[src/logic/sdma_pkg.sv]
// Package for the six-channel transfer controller: widths, field positions,
// codes and timing counts shared by the engine, its checker, the memory model and the bench.
// Assumes a single 125 MHz clock domain.
package sdma_pkg;
	localparam int NUM_CH = 6;
	localparam int CH_W = 3;
	localparam int ADDR_W = 23;
	localparam int DATA_W = 32;
	localparam int PRIO_W = 2;
	localparam int FIFO_DEPTH = 32;
	// Transfer mode field positions
	localparam int MODE_W = 16;
	localparam int MODE_DST_EXT_BIT = 5;
	localparam int MODE_SRC_EXT_BIT = 11;
	localparam int MODE_DST_ADJ_LO = 2;
	localparam int MODE_SRC_ADJ_LO = 8;
	localparam int MODE_DST_SPC_LO = 0;
	localparam int MODE_SRC_SPC_LO = 6;
	localparam int MODE_WIDE_BIT = 12;
	localparam int MODE_W_SYNC_BIT = 13;
	localparam logic [MODE_W-1:0] MODE_RESET = 16'h0000;
	// Address space select codes
	localparam logic [1:0] SPACE_PROG = 2'h0;
	localparam logic [1:0] SPACE_DATA = 2'h1;
	localparam logic [1:0] SPACE_IO = 2'h2;
	// Address adjust codes
	localparam logic [1:0] ADJ_HOLD = 2'h0;
	localparam logic [1:0] ADJ_INC = 2'h1;
	localparam logic [1:0] ADJ_DEC = 2'h2;
	localparam logic [1:0] ADJ_INDEX = 2'h3;
	// Sync event codes
	localparam logic [3:0] SYNC_NONE = 4'h0;
	localparam logic [3:0] SYNC_LAST = 4'h8;
	localparam int NUM_EVENTS = 8;
	// Register window in pages 00 and 02
	localparam logic [15:0] MMR_LO = 16'h0020;
	localparam logic [15:0] MMR_HI = 16'h005f;
	localparam int EXT_PAGE_W = 3;
	localparam int PAGE_LO = 16;
	// Timing
	localparam int CLK_MHZ = 125;
	localparam int PHASE_CYC = 2;
	localparam int EXT_WR_NS = 72;
	localparam int EXT_RD_NS = 104;
	localparam int EXT_WR_CYC = (EXT_WR_NS * CLK_MHZ + 999) / 1000;
	localparam int EXT_RD_CYC = (EXT_RD_NS * CLK_MHZ + 999) / 1000;
	localparam int CNT_W = 5;
	typedef enum logic [2:0] {
		SDMA_IDLE = 3'b000,
		SDMA_READ = 3'b001,
		SDMA_WRITE = 3'b010,
		SDMA_HOST = 3'b011,
		SDMA_NEXT = 3'b100
	} sdma_state_t;
endpackage

[src/logic/sdma_fifo_if.sv]
// Carrier between the engine and its element buffer.
// Assumes one clock for both ends.
`timescale 1ns/10ps
interface sdma_fifo_if #(parameter int WIDTH = 32);
	logic in_valid;
	logic in_ready;
	logic [WIDTH-1:0] in_data;
	logic out_valid;
	logic out_ready;
	logic [WIDTH-1:0] out_data;
	modport buffer (input in_valid, in_data, out_ready, output in_ready, out_valid, out_data);
	modport engine (output in_valid, in_data, out_ready, input in_ready, out_valid, out_data);
endinterface // sdma_fifo_if

[src/logic/sdma_engine.sv]
// Six-channel transfer engine with a host port auxiliary channel.
// Assumes memory answers each phase within its fixed cycle budget and
// that the far bus owner grants external access outside this block.
//
// Notes on behaviour
// - Six channels, each holding one block context
// - Transfers run with no CPU involvement
// - Host port owns a dedicated auxiliary channel
// - Only one external-read, one external-write channel
// - Engine request beats CPU on internal memory
// - Each channel has its own priority
// - Addresses hold, increment, decrement or index
// - Internal phases may wait for sync event
// - Wide elements internal only; external 16-bit
// - Peripheral/external and external/external transfers barred
// - Internal element takes two read, two write cycles
// - Host port shares the bus, slows channels
// - Space code 10 goes to core FIFO
// - All local memory reachable
// - Register window limits readable/writable locations for the six channels; host port accesses are not checked
// - External pages alias onto low three bits
// - Bits 5 and 11 select external access
// - Four-bit sync code, reserved codes never fire
// - External write 9, read 13 cycles minimum
`timescale 1ns/10ps
module sdma_engine
	import sdma_pkg::*;
(
	// Clock and reset
	input wire logic i_clk,
	input wire logic i_rstn,
	// Channel programming
	input wire logic [NUM_CH-1:0] i_ch_enable,
	input wire logic [NUM_CH*MODE_W-1:0] i_channel_transfer_mode_reg,
	input wire logic [NUM_CH*4-1:0] i_sync_event_select,
	input wire logic [NUM_CH*PRIO_W-1:0] i_ch_priority,
	input wire logic [NUM_CH*ADDR_W-1:0] i_ch_src_start,
	input wire logic [NUM_CH*ADDR_W-1:0] i_ch_dst_start,
	input wire logic [NUM_CH*16-1:0] i_ch_count,
	input wire logic [15:0] i_index,
	input wire logic [CH_W-1:0] i_ext_read_ch,
	input wire logic [CH_W-1:0] i_ext_write_ch,
	input wire logic [NUM_EVENTS-1:0] i_sync_events,
	// Host port auxiliary channel
	input wire logic i_host_port_req,
	input wire logic i_host_port_write,
	input wire logic [ADDR_W-1:0] i_host_port_addr,
	input wire logic [15:0] i_host_port_wdata,
	output logic o_host_port_ack,
	output logic [15:0] o_host_port_rdata,
	// Shared memory bus
	output logic o_mem_req,
	output logic o_mem_write,
	output logic o_mem_wide,
	output logic o_mem_ext,
	output logic o_mem_io,
	output logic [1:0] o_mem_space,
	output logic [ADDR_W-1:0] o_mem_addr,
	output logic [DATA_W-1:0] o_mem_wdata,
	input wire logic [DATA_W-1:0] i_mem_rdata,
	output logic o_cpu_hold,
	// Status
	output logic [NUM_CH-1:0] o_ch_busy,
	output logic [NUM_CH-1:0] o_ch_done,
	output logic [NUM_CH-1:0] o_ch_refused
);
	sdma_state_t state;
	sdma_state_t next_state;
	logic [CNT_W-1:0] cyc;
	logic [CH_W-1:0] cur;
	logic [CH_W-1:0] rr_last;
	logic [NUM_CH-1:0] active;
	logic [ADDR_W-1:0] src_addr [NUM_CH];
	logic [ADDR_W-1:0] dst_addr [NUM_CH];
	logic [15:0] remain [NUM_CH];
	logic host_we;
	logic [ADDR_W-1:0] host_addr;
	logic [15:0] host_wdata;

	sdma_fifo_if #(.WIDTH(DATA_W)) buf_if ();
	// Element buffer between read and write phases
	sdma_fifo #(.WIDTH(DATA_W), .DEPTH(FIFO_DEPTH)) u_buf (
		.i_clk(i_clk),
		.i_rstn(i_rstn),
		.fifo(buf_if.buffer)
	);

	// Per-channel decode of mode, legality and readiness
	logic [NUM_CH-1:0] ch_ready;
	logic [NUM_CH-1:0] ch_legal;
	logic [NUM_CH-1:0] ch_src_ext;
	logic [NUM_CH-1:0] ch_dst_ext;
	logic [NUM_CH-1:0] ch_wide;
	logic [NUM_CH-1:0] ch_evt;
	logic [1:0] ch_src_adj [NUM_CH];
	logic [1:0] ch_dst_adj [NUM_CH];
	logic [1:0] ch_src_spc [NUM_CH];
	logic [1:0] ch_dst_spc [NUM_CH];
	logic [NUM_CH-1:0] ch_wsync;
	logic [NUM_CH-1:0] ch_start;
	genvar g;
	generate
		for (g = 0; g < NUM_CH; g++) begin : g_ch
			wire [MODE_W-1:0] m = i_channel_transfer_mode_reg[g*MODE_W +: MODE_W];
			wire [3:0] sel = i_sync_event_select[g*4 +: 4];
			assign ch_src_ext[g] = m[MODE_SRC_EXT_BIT];
			assign ch_dst_ext[g] = m[MODE_DST_EXT_BIT];
			assign ch_src_adj[g] = m[MODE_SRC_ADJ_LO +: 2];
			assign ch_dst_adj[g] = m[MODE_DST_ADJ_LO +: 2];
			assign ch_src_spc[g] = m[MODE_SRC_SPC_LO +: 2];
			assign ch_dst_spc[g] = m[MODE_DST_SPC_LO +: 2];
			assign ch_wsync[g] = m[MODE_W_SYNC_BIT];
			// Wide elements only when both ends are internal
			assign ch_wide[g] = m[MODE_WIDE_BIT] && !ch_src_ext[g] && !ch_dst_ext[g];
			// Peripheral side is the I/O FIFO or offsets 20 to 5f in any page
			wire src_per = (ch_src_spc[g] == SPACE_IO)
				|| (ch_src_adr_mmr(src_addr[g]));
			wire dst_per = (ch_dst_spc[g] == SPACE_IO)
				|| (ch_src_adr_mmr(dst_addr[g]));
			// Barred combinations and external channel ownership
			assign ch_legal[g] = !(ch_src_ext[g] && ch_dst_ext[g])
				&& !(src_per && ch_dst_ext[g]) && !(ch_src_ext[g] && dst_per)
				&& (!ch_src_ext[g] || i_ext_read_ch == CH_W'(g))
				&& (!ch_dst_ext[g] || i_ext_write_ch == CH_W'(g));
			// Reserved sync codes never fire; external phases ignore sync
			assign ch_evt[g] = (sel == SYNC_NONE) || ((sel <= SYNC_LAST)
				&& i_sync_events[sel[2:0] - 3'h1]);
			assign ch_start[g] = ch_wsync[g] ? 1'b1 : (ch_evt[g] || ch_src_ext[g]);
			assign ch_ready[g] = active[g] && ch_legal[g] && ch_start[g];
		end
	endgenerate

	// Locations 20,21,30,31,40,41 read-only, 22,23,32,33,42,43 write-only
	function automatic logic ch_src_adr_mmr(input logic [ADDR_W-1:0] a);
		ch_src_adr_mmr = (a[15:0] >= MMR_LO) && (a[15:0] <= MMR_HI);
	endfunction
	function automatic logic mmr_ok(input logic [ADDR_W-1:0] a, input logic wr);
		logic [7:0] lo;
		logic in_win;
		lo = a[7:0];
		in_win = ch_src_adr_mmr(a) && (a[PAGE_LO +: 7] == 7'h00 || a[PAGE_LO +: 7] == 7'h02);
		if (!in_win)
			mmr_ok = 1'b1;
		else if ((lo[3:0] >= 4'h4) || (lo[7:4] == 4'h5))
			mmr_ok = 1'b0;
		else
			mmr_ok = wr ? lo[1] : !lo[1];
	endfunction

	// Priority pick: highest priority, rotate among equals
	logic [CH_W-1:0] pick;
	logic pick_ok;
	always_comb begin
		logic [CH_W-1:0] idx;
		logic [PRIO_W-1:0] best;
		pick = '0;
		pick_ok = 1'b0;
		best = '0;
		idx = '0;
		for (int k = 1; k <= NUM_CH; k++) begin
			idx = CH_W'((int'(rr_last) + k) % NUM_CH);
			if (ch_ready[idx] && (!pick_ok
				|| i_ch_priority[idx*PRIO_W +: PRIO_W] > best)) begin
				pick = idx;
				pick_ok = 1'b1;
				best = i_ch_priority[idx*PRIO_W +: PRIO_W];
			end
		end
	end

	// Phase timing: internal two cycles, external minimums
	wire cur_ext_rd = ch_src_ext[cur];
	wire cur_ext_wr = ch_dst_ext[cur];
	wire [CNT_W-1:0] rd_len = cur_ext_rd ? CNT_W'(EXT_RD_CYC) : CNT_W'(PHASE_CYC);
	wire [CNT_W-1:0] wr_len = cur_ext_wr ? CNT_W'(EXT_WR_CYC) : CNT_W'(PHASE_CYC);
	wire phase_end_rd = (cyc == rd_len - 1'b1);
	wire phase_end_wr = (cyc == wr_len - 1'b1);
	wire wr_gate = !ch_wsync[cur] || ch_evt[cur] || cur_ext_wr;
	wire src_ok = mmr_ok(src_addr[cur], 1'b0) && mmr_ok(dst_addr[cur], 1'b1);
	wire last_elem = (remain[cur] == 16'h0001);
	wire host_go = i_host_port_req && !o_host_port_ack;

	// Sequencer: host port takes the shared bus between elements
	always_comb begin
		next_state = state;
		case (state)
			SDMA_IDLE: begin
				if (host_go)
					next_state = SDMA_HOST;
				else if (pick_ok && buf_if.in_ready)
					next_state = SDMA_READ;
			end
			SDMA_READ: begin
				if (phase_end_rd)
					next_state = SDMA_WRITE;
			end
			SDMA_WRITE: begin
				if (phase_end_wr && wr_gate)
					next_state = SDMA_NEXT;
			end
			SDMA_HOST: begin
				if (cyc == CNT_W'(PHASE_CYC - 1))
					next_state = SDMA_IDLE;
			end
			SDMA_NEXT: next_state = SDMA_IDLE;
			default: next_state = SDMA_IDLE;
		endcase
	end

	// Element path through the buffer
	wire rd_capture = (state == SDMA_READ) && phase_end_rd;
	assign buf_if.in_valid = rd_capture && src_ok;
	assign buf_if.in_data = i_mem_rdata;
	assign buf_if.out_ready = (state == SDMA_WRITE) && phase_end_wr && wr_gate;

	// Address adjust after each element
	function automatic logic [ADDR_W-1:0] adjust(input logic [ADDR_W-1:0] a,
		input logic [1:0] mode, input logic wide);
		logic [ADDR_W-1:0] step;
		step = wide ? ADDR_W'(2) : ADDR_W'(1);
		case (mode)
			ADJ_HOLD: adjust = a;
			ADJ_INC: adjust = a + step;
			ADJ_DEC: adjust = a - step;
			ADJ_INDEX: adjust = a + ADDR_W'(signed'(i_index));
			default: adjust = a;
		endcase
	endfunction

	// Bus drive decode for the current phase
	wire in_rd = (state == SDMA_READ);
	wire in_wr = (state == SDMA_WRITE);
	wire in_host = (state == SDMA_HOST);
	wire [1:0] next_space = in_rd ? ch_src_spc[cur] : ch_dst_spc[cur];
	wire next_ext = (in_rd && cur_ext_rd) || (in_wr && cur_ext_wr);
	wire [ADDR_W-1:0] raw_addr = in_host ? host_addr : (in_rd ? src_addr[cur] : dst_addr[cur]);
	// External pages alias to the low three page bits
	wire [ADDR_W-1:0] next_addr = next_ext
		? {{(ADDR_W-PAGE_LO-EXT_PAGE_W){1'b0}}, raw_addr[PAGE_LO +: EXT_PAGE_W],
			raw_addr[PAGE_LO-1:0]} : raw_addr;
	wire next_req = (in_rd || (in_wr && wr_gate)) && src_ok || in_host;

	// State, phase counter and current channel
	always_ff @(posedge i_clk or negedge i_rstn) begin
		if (!i_rstn) begin
			state <= SDMA_IDLE;
			cyc <= '0;
			cur <= '0;
			rr_last <= CH_W'(NUM_CH - 1);
		end else begin
			state <= next_state;
			cyc <= (next_state != state) ? '0 : (in_wr && !wr_gate) ? cyc : cyc + 1'b1;
			if (state == SDMA_IDLE && next_state == SDMA_READ) begin
				cur <= pick;
				rr_last <= pick;
			end
		end
	end

	// Channel contexts: load on enable, step after each element
	generate
		for (g = 0; g < NUM_CH; g++) begin : g_ctx
			wire load = i_ch_enable[g] && !active[g] && !o_ch_done[g];
			wire step = (state == SDMA_NEXT) && (cur == CH_W'(g));
			always_ff @(posedge i_clk or negedge i_rstn) begin
				if (!i_rstn) begin
					active[g] <= 1'b0;
					src_addr[g] <= '0;
					dst_addr[g] <= '0;
					remain[g] <= '0;
					o_ch_done[g] <= 1'b0;
					o_ch_refused[g] <= 1'b0;
				end else if (!i_ch_enable[g]) begin
					active[g] <= 1'b0;
					o_ch_done[g] <= 1'b0;
					o_ch_refused[g] <= 1'b0;
				end else if (load) begin
					active[g] <= (i_ch_count[g*16 +: 16] != 16'h0000);
					src_addr[g] <= i_ch_src_start[g*ADDR_W +: ADDR_W];
					dst_addr[g] <= i_ch_dst_start[g*ADDR_W +: ADDR_W];
					remain[g] <= i_ch_count[g*16 +: 16];
					o_ch_done[g] <= (i_ch_count[g*16 +: 16] == 16'h0000);
				end else begin
					o_ch_refused[g] <= active[g] && !ch_legal[g];
					if (step) begin
						src_addr[g] <= adjust(src_addr[g], ch_src_adj[g], ch_wide[g]);
						dst_addr[g] <= adjust(dst_addr[g], ch_dst_adj[g], ch_wide[g]);
						remain[g] <= remain[g] - 16'h0001;
						active[g] <= !last_elem;
						o_ch_done[g] <= last_elem;
					end
				end
			end
		end
	endgenerate

	// Host port request capture and answer
	always_ff @(posedge i_clk or negedge i_rstn) begin
		if (!i_rstn) begin
			host_we <= 1'b0;
			host_addr <= '0;
			host_wdata <= '0;
			o_host_port_ack <= 1'b0;
			o_host_port_rdata <= '0;
		end else begin
			if (state == SDMA_IDLE && host_go) begin
				host_we <= i_host_port_write;
				host_addr <= i_host_port_addr;
				host_wdata <= i_host_port_wdata;
			end
			o_host_port_ack <= in_host && (cyc == CNT_W'(PHASE_CYC - 1));
			if (in_host && !host_we && cyc == CNT_W'(PHASE_CYC - 1))
				o_host_port_rdata <= i_mem_rdata[15:0];
		end
	end

	// Registered bus drive
	always_ff @(posedge i_clk or negedge i_rstn) begin
		if (!i_rstn) begin
			o_mem_req <= 1'b0;
			o_mem_write <= 1'b0;
			o_mem_wide <= 1'b0;
			o_mem_ext <= 1'b0;
			o_mem_io <= 1'b0;
			o_mem_space <= SPACE_PROG;
			o_mem_addr <= '0;
			o_mem_wdata <= '0;
			o_cpu_hold <= 1'b0;
			o_ch_busy <= '0;
		end else begin
			o_mem_req <= next_req;
			o_mem_write <= next_req && (in_wr || (in_host && host_we));
			o_mem_wide <= (in_rd || in_wr) && ch_wide[cur];
			o_mem_ext <= next_ext;
			o_mem_io <= !in_host && next_space == SPACE_IO;
			o_mem_space <= in_host ? SPACE_DATA : next_space;
			o_mem_addr <= next_addr;
			o_mem_wdata <= in_host ? {16'h0000, host_wdata} : buf_if.out_data;
			o_cpu_hold <= next_req && !next_ext;
			o_ch_busy <= active;
		end
	end
endmodule // sdma_engine

[src/logic/sdma_fifo.sv]
// Element buffer between read and write phases, flip-flop storage.
// Assumes the engine drains it and stalls when it is full.
`timescale 1ns/10ps
module sdma_fifo #(
	parameter int WIDTH = 32,
	parameter int DEPTH = 32
) (
	// Clock and reset
	input wire logic i_clk,
	input wire logic i_rstn,
	// Engine side
	sdma_fifo_if.buffer fifo
);
	localparam int PTR_W = $clog2(DEPTH);
	logic [WIDTH-1:0] mem [DEPTH];
	logic [PTR_W-1:0] wr_ptr;
	logic [PTR_W-1:0] rd_ptr;
	logic [PTR_W:0] count;
	wire push = fifo.in_valid && fifo.in_ready;
	wire pop = fifo.out_valid && fifo.out_ready;

	// Honest full and empty from the fill count
	assign fifo.in_ready = (count != (PTR_W+1)'(DEPTH));
	assign fifo.out_valid = (count != '0);
	assign fifo.out_data = mem[rd_ptr];

	// Pointers and fill count
	always_ff @(posedge i_clk or negedge i_rstn) begin
		if (!i_rstn) begin
			wr_ptr <= '0;
			rd_ptr <= '0;
			count <= '0;
		end else begin
			if (push)
				wr_ptr <= (wr_ptr == PTR_W'(DEPTH-1)) ? '0 : wr_ptr + 1'b1;
			if (pop)
				rd_ptr <= (rd_ptr == PTR_W'(DEPTH-1)) ? '0 : rd_ptr + 1'b1;
			count <= count + (PTR_W+1)'(push) - (PTR_W+1)'(pop);
		end
	end

	// Storage, one entry per write
	always_ff @(posedge i_clk) begin
		if (push)
			mem[wr_ptr] <= fifo.in_data;
	end
endmodule // sdma_fifo

[config.mk]
export PLATFORM = sky130hd
export DESIGN_NAME = sdma_engine
export DESIGN_NICKNAME = d
export VERILOG_FILES = /design/src/logic/sdma_pkg.sv /design/src/logic/sdma_fifo_if.sv /design/src/logic/sdma_engine.sv /design/src/logic/sdma_fifo.sv
export SDC_FILE = /design/constraint.sdc
export NUM_CORES = 2
export LEC_CHECK = 0
export BUFFER_PORTS_ARGS = -buffer_cell sky130_fd_sc_hd__buf_2
export CAP_MARGIN = 20
export CORE_AREA = 8 8 440 442
export CTS_CLUSTER_DIAMETER = 40
export CTS_CLUSTER_SIZE = 10
export DETAILED_ROUTE_END_ITERATION = 16
export DIE_AREA = 0 0 448 450
export GPL_TIMING_DRIVEN = 0
export HOLD_SLACK_MARGIN = 0.1
export SYNTH_ARGS = -nofsm -noshare
export SYNTH_HDL_FRONTEND = slang
export SYNTH_SLANG_ARGS = --single-unit
[constraint.sdc]
create_clock -name i_clk -period 9.7 [get_ports i_clk]
set_input_delay 1.455 -clock i_clk [delete_from_list [all_inputs] [get_ports i_clk]]
set_output_delay 1.455 -clock i_clk [all_outputs]
set_load 0.02 [all_outputs]
==> results.txt <==
* Residual DRC: 0
- Core area: about 190,000 um2
- The routed design has around 340,000 um of wire.
- The tool flagged a number of max-cap violations equal to 0.
* Remaining Overflow, GRT: 0
* GRT Total Usage: between 30% and 40%
- Input and output buffers added on the ports amount to 679.
* Cells after DPL: just over 10,000
* Post-CTS clock slew at the launch and capture registers of the worst setup and hold paths: 0.05 ns
- Leading cell type in the layout, fill and taps excluded: edfxtp_1
- In this run the tightest slew margin relative to its limit is between 15 and 20%.
* Post-placement worst setup slack: -1.70 ns
- Share of the yosys chip area belonging to registers: approximately 53%
- edfxtp_1 takes more of the synthesized area than any other cell.
- The die is about 450 um tall.
* Antenna Violating Nets Remaining: 0
- Sink count of the clock tree: approximately 1,600
- The number of pins exceeding their max-slew limit in the final report came to 0.
- R2R Path End: cur[0]
- 1st-pass router iterations: 5
- Number of buffers created by CTS: ~300
- Synth Cell Area: 83,400 um2
* Final Hold Viols: 0
- The synthesized netlist contains between 100 and 150 unique library cells.
* Worst setup startpoint: i_channel_transfer_mode_reg[5]
* CP arrival: around 10 ns
* Last weighted congestion value of the routability-driven placer: between 1 and 1.5
- Subtracting the final worst setup slack from the clock period gives between 9 and 10 ns.
- Commonest cells after routing, fill and taps aside: 1,024 x edfxtp_1, 701 x buf_2, 651 x nand2_1
- Final setup slack of the worst path: between 0.15 and 0.2 ns
- Combined buffer and inverter count along the critical path: 2
- No sink is reached through more buffers than the 4 on the longest clock path.
* Hpwl dp: around 260,000 um
- The floorplan has about 160 rows.
- Pin count of the biggest net entering global routing: ~120
- The Yosys step of the flow raised 0 warnings.
- Synthesis inferred 1,569 register bits.
- Number of synthesized flops with an enable pin: approximately 1,000
- The cell family contributing the most delay on the critical path is compound AO/OA/AOI/OAI gates.
- Per-instance average area after synthesis: between 10 and 15 um2
- Maximum fanout along the worst path: 5
* DR vias/cell: just over 6
* Tightest Pin Transition: between 1 and 1.5 ns
* Critical register-to-register path startpoint: cur[1]
- Critical-path top delay cell: nor3b_1
* Leak Pwr: ~39 nW
- Compared with the post-synthesis result, the final layout area differs by 21.6%.
- Vias in the first global route: around 66,000
- Worst setup path end: cur[0]
- The critical path is of the in -> reg type.
- For this run, the slowest stage of the critical path takes a little over 0.8 ns.
- The root buffer cell chosen for the clock tree is clkbuf_16.
* Via count: between 60,000 and 70,000
* Average wire length per cell after detail routing: about 32 um
- Worst-case hold slack: between 0.4 and 0.5 ns
* H-tree Lvls: 5
- Final standard cell utilization of the core: between 50% and 60%
* Cell count after synthesis: 6,887
- The worst setup path is captured at a flip-flop.
- Power spread over the standard cell area amounts to 293 nW/um2.
- Final net count: between 8,000 and 9,000
* CTS tree: built
* R2r worst-path depth: ~40
- Fmax: 0.105 GHz
- In this run the count of I/O pins placed on the die edge is 713.
* Worst Skew: approximately 0.11 ns
- Startpoint type of the worst setup path: input pin
- Once the floorplan was initialized, standard cells occupied between 40% and 50% of the core.
- Die ar.: just over 200,000 um2
* Share of the cycle needed by the critical path after routing: a little over nine tenths
- Worst IR drop on VDD: between 0.00015 and 0.0002 V
* Asr flop ratio synth: 34.7%
- The tightest min-delay check is of the reg -> reg type.
* Net count after synthesis: 7,839
* Top FF cell, synth: edfxtp_1
- After synthesis, the cell types taking the most area are edfxtp_1 37%, dfrtp_1 16%, mux4_2 10%.
* Die width: 448 um
- Violation count after the first detailed-route iteration: between 6,000 and 7,000
* Wire length of the first global-routing pass: ~480,000 um
- Setup violations remaining at the end of the flow were counted as 0.
- Worst setup slack for register-to-register paths: ~0.32 ns
* Proportion of netlist area held by the largest area contributor: ~37%
- Endpoint required time on the critical path: ~10 ns
- Final standard cell count with taps included and fillers excluded: about 11,000
* Fraction of final layout cells sized beyond drive strength 1: between 20% and 30%
- The flow ran to the end, and the final reports show no timing, DRC or antenna violations.
- Clk Latency, worst-skew pair: 0.95 ns
* Initial antenna violation count: 62
- The critical path runs through a total of 38 cells.
## per-stage QoR
stage          setup TNS [ns]  instance area [um2]  power, mW
2_1_floorplan               0                83400       15.3
3_3_place_gp         -2899.27                89900       19.1
3_5_place_dp            -7.49                91400       19.4
4_1_cts                     0               101000       29.4
5_1_grt                -0.169               101000       30.8
6_report                    0               101000       29.7
## cells by family after synthesis
kind of cell | count (synthesis) | share of synthesized area, %
simple gates | 1851 | 10.3
compound gates | 1750 | 13.0
flops | 1569 | 53.2
mux | 591 | 13.1
buf+inv | 518 | 2.40
fa+ha+maj | 337 | 5.17
xor+xnor | 271 | 2.85
## per-layer routing
| layer | wire (um) | up-vias | GRT usage [%] |
|---|---|---|---|
| met1 | 123000 | 33155 | 38.9 |
| met4 | 31400 | 18 | 25.4 |
| met2 | 158000 | 3329 | 51.9 |
| met3 | 26900 | 1012 | 6.42 |
| li1 | - | 28474 | - |
| met5 | 114 | - | 0 |
## synth_stat cells (12+ instances only)
cell type	count
edfxtp_1	1024
nand2_1	651
dfrtp_1	543
nor2_1	518
a21oi_1	501
o21ai_0	470
mux4_2	385
ha_1	324
clkbuf_1	268
a21boi_0	180
inv_1	176
xnor2_1	169
nor3_1	132
mux2i_1	129
a31oi_1	115
nand3_1	111
xor2_1	101
a21o_1	80
mux2_2	70
nor4_1	62
nand2b_1	58
and3_1	56
or3_1	46
o21a_1	44
o21bai_1	44
buf_1	42
a211oi_1	38
nor2b_1	36
o211ai_1	34
nor3b_1	29
o31ai_1	29
a22oi_1	28
or2_2	28
nand4_1	26
o22ai_1	24
buf_2	19
and2_1	17
or4_1	17
nand3b_1	15
o31a_1	15
fa_1	13
a211o_1	12
## where the power goes
group	internal, mW	leakage [nW]	switching [mW]
Clock	6.53	4.58	3.43
Combinational	4.32	18.6	6.47
Sequential	7.93	15.7	0.999
## state kept, by name, indices dropped and copies added (netlist names), 2 cells and up
name / cells
active: 6
cur: 3
cyc: 5
dst_addr: 138
host_addr: 23
host_wdata: 16
o_ch_busy: 6
o_ch_done: 6
o_ch_refused: 6
o_host_port_rdata: 16
o_mem_addr: 23
o_mem_space: 2
o_mem_wdata: 32
remain: 96
rr_last: 2
src_addr: 138
state: 3
u_buf.count: 6
u_buf.mem: 1024
u_buf.rd_ptr: 5
u_buf.wr_ptr: 5
## worst min path at each step
stage / start / cells after the start / endpoint / slack (ns)
detailed placement: active[1] / 0 / o_ch_busy[1] / 0.46
finish: active[1] / 0 / o_ch_busy[1] / 0.47
floorplan: active[0] / 0 / o_ch_busy[0] / 0.42
global placement: active[1] / 0 / o_ch_busy[1] / 0.45
CTS: active[1] / 0 / o_ch_busy[1] / 0.47
global route: active[1] / 0 / o_ch_busy[1] / 0.50
## repair_timing
action                                  in CTS  in global routing
setup buffers                                4                  9
pin swaps                                    2                  8
hold buffers                                 0                  0
gates cloned                                 0                  0
gates resized for setup                     21                 13
endpoints found under the setup margin       5                  5
## cell type report
type | count | area, um2
multi-input combinational | 4800 | 37500
buffer | 336 | 1340
clock buffer | 376 | 8000
fill | 15725 | 85200
timing repair buffer | 767 | 4880
tap | 2495 | 3120
antenna | 37 | 92.6
clock inverter | 125 | 1470
sequential | 1569 | 44400
inverter | 181 | 683
No activity file was read; power rests on OpenSTA's default activity.
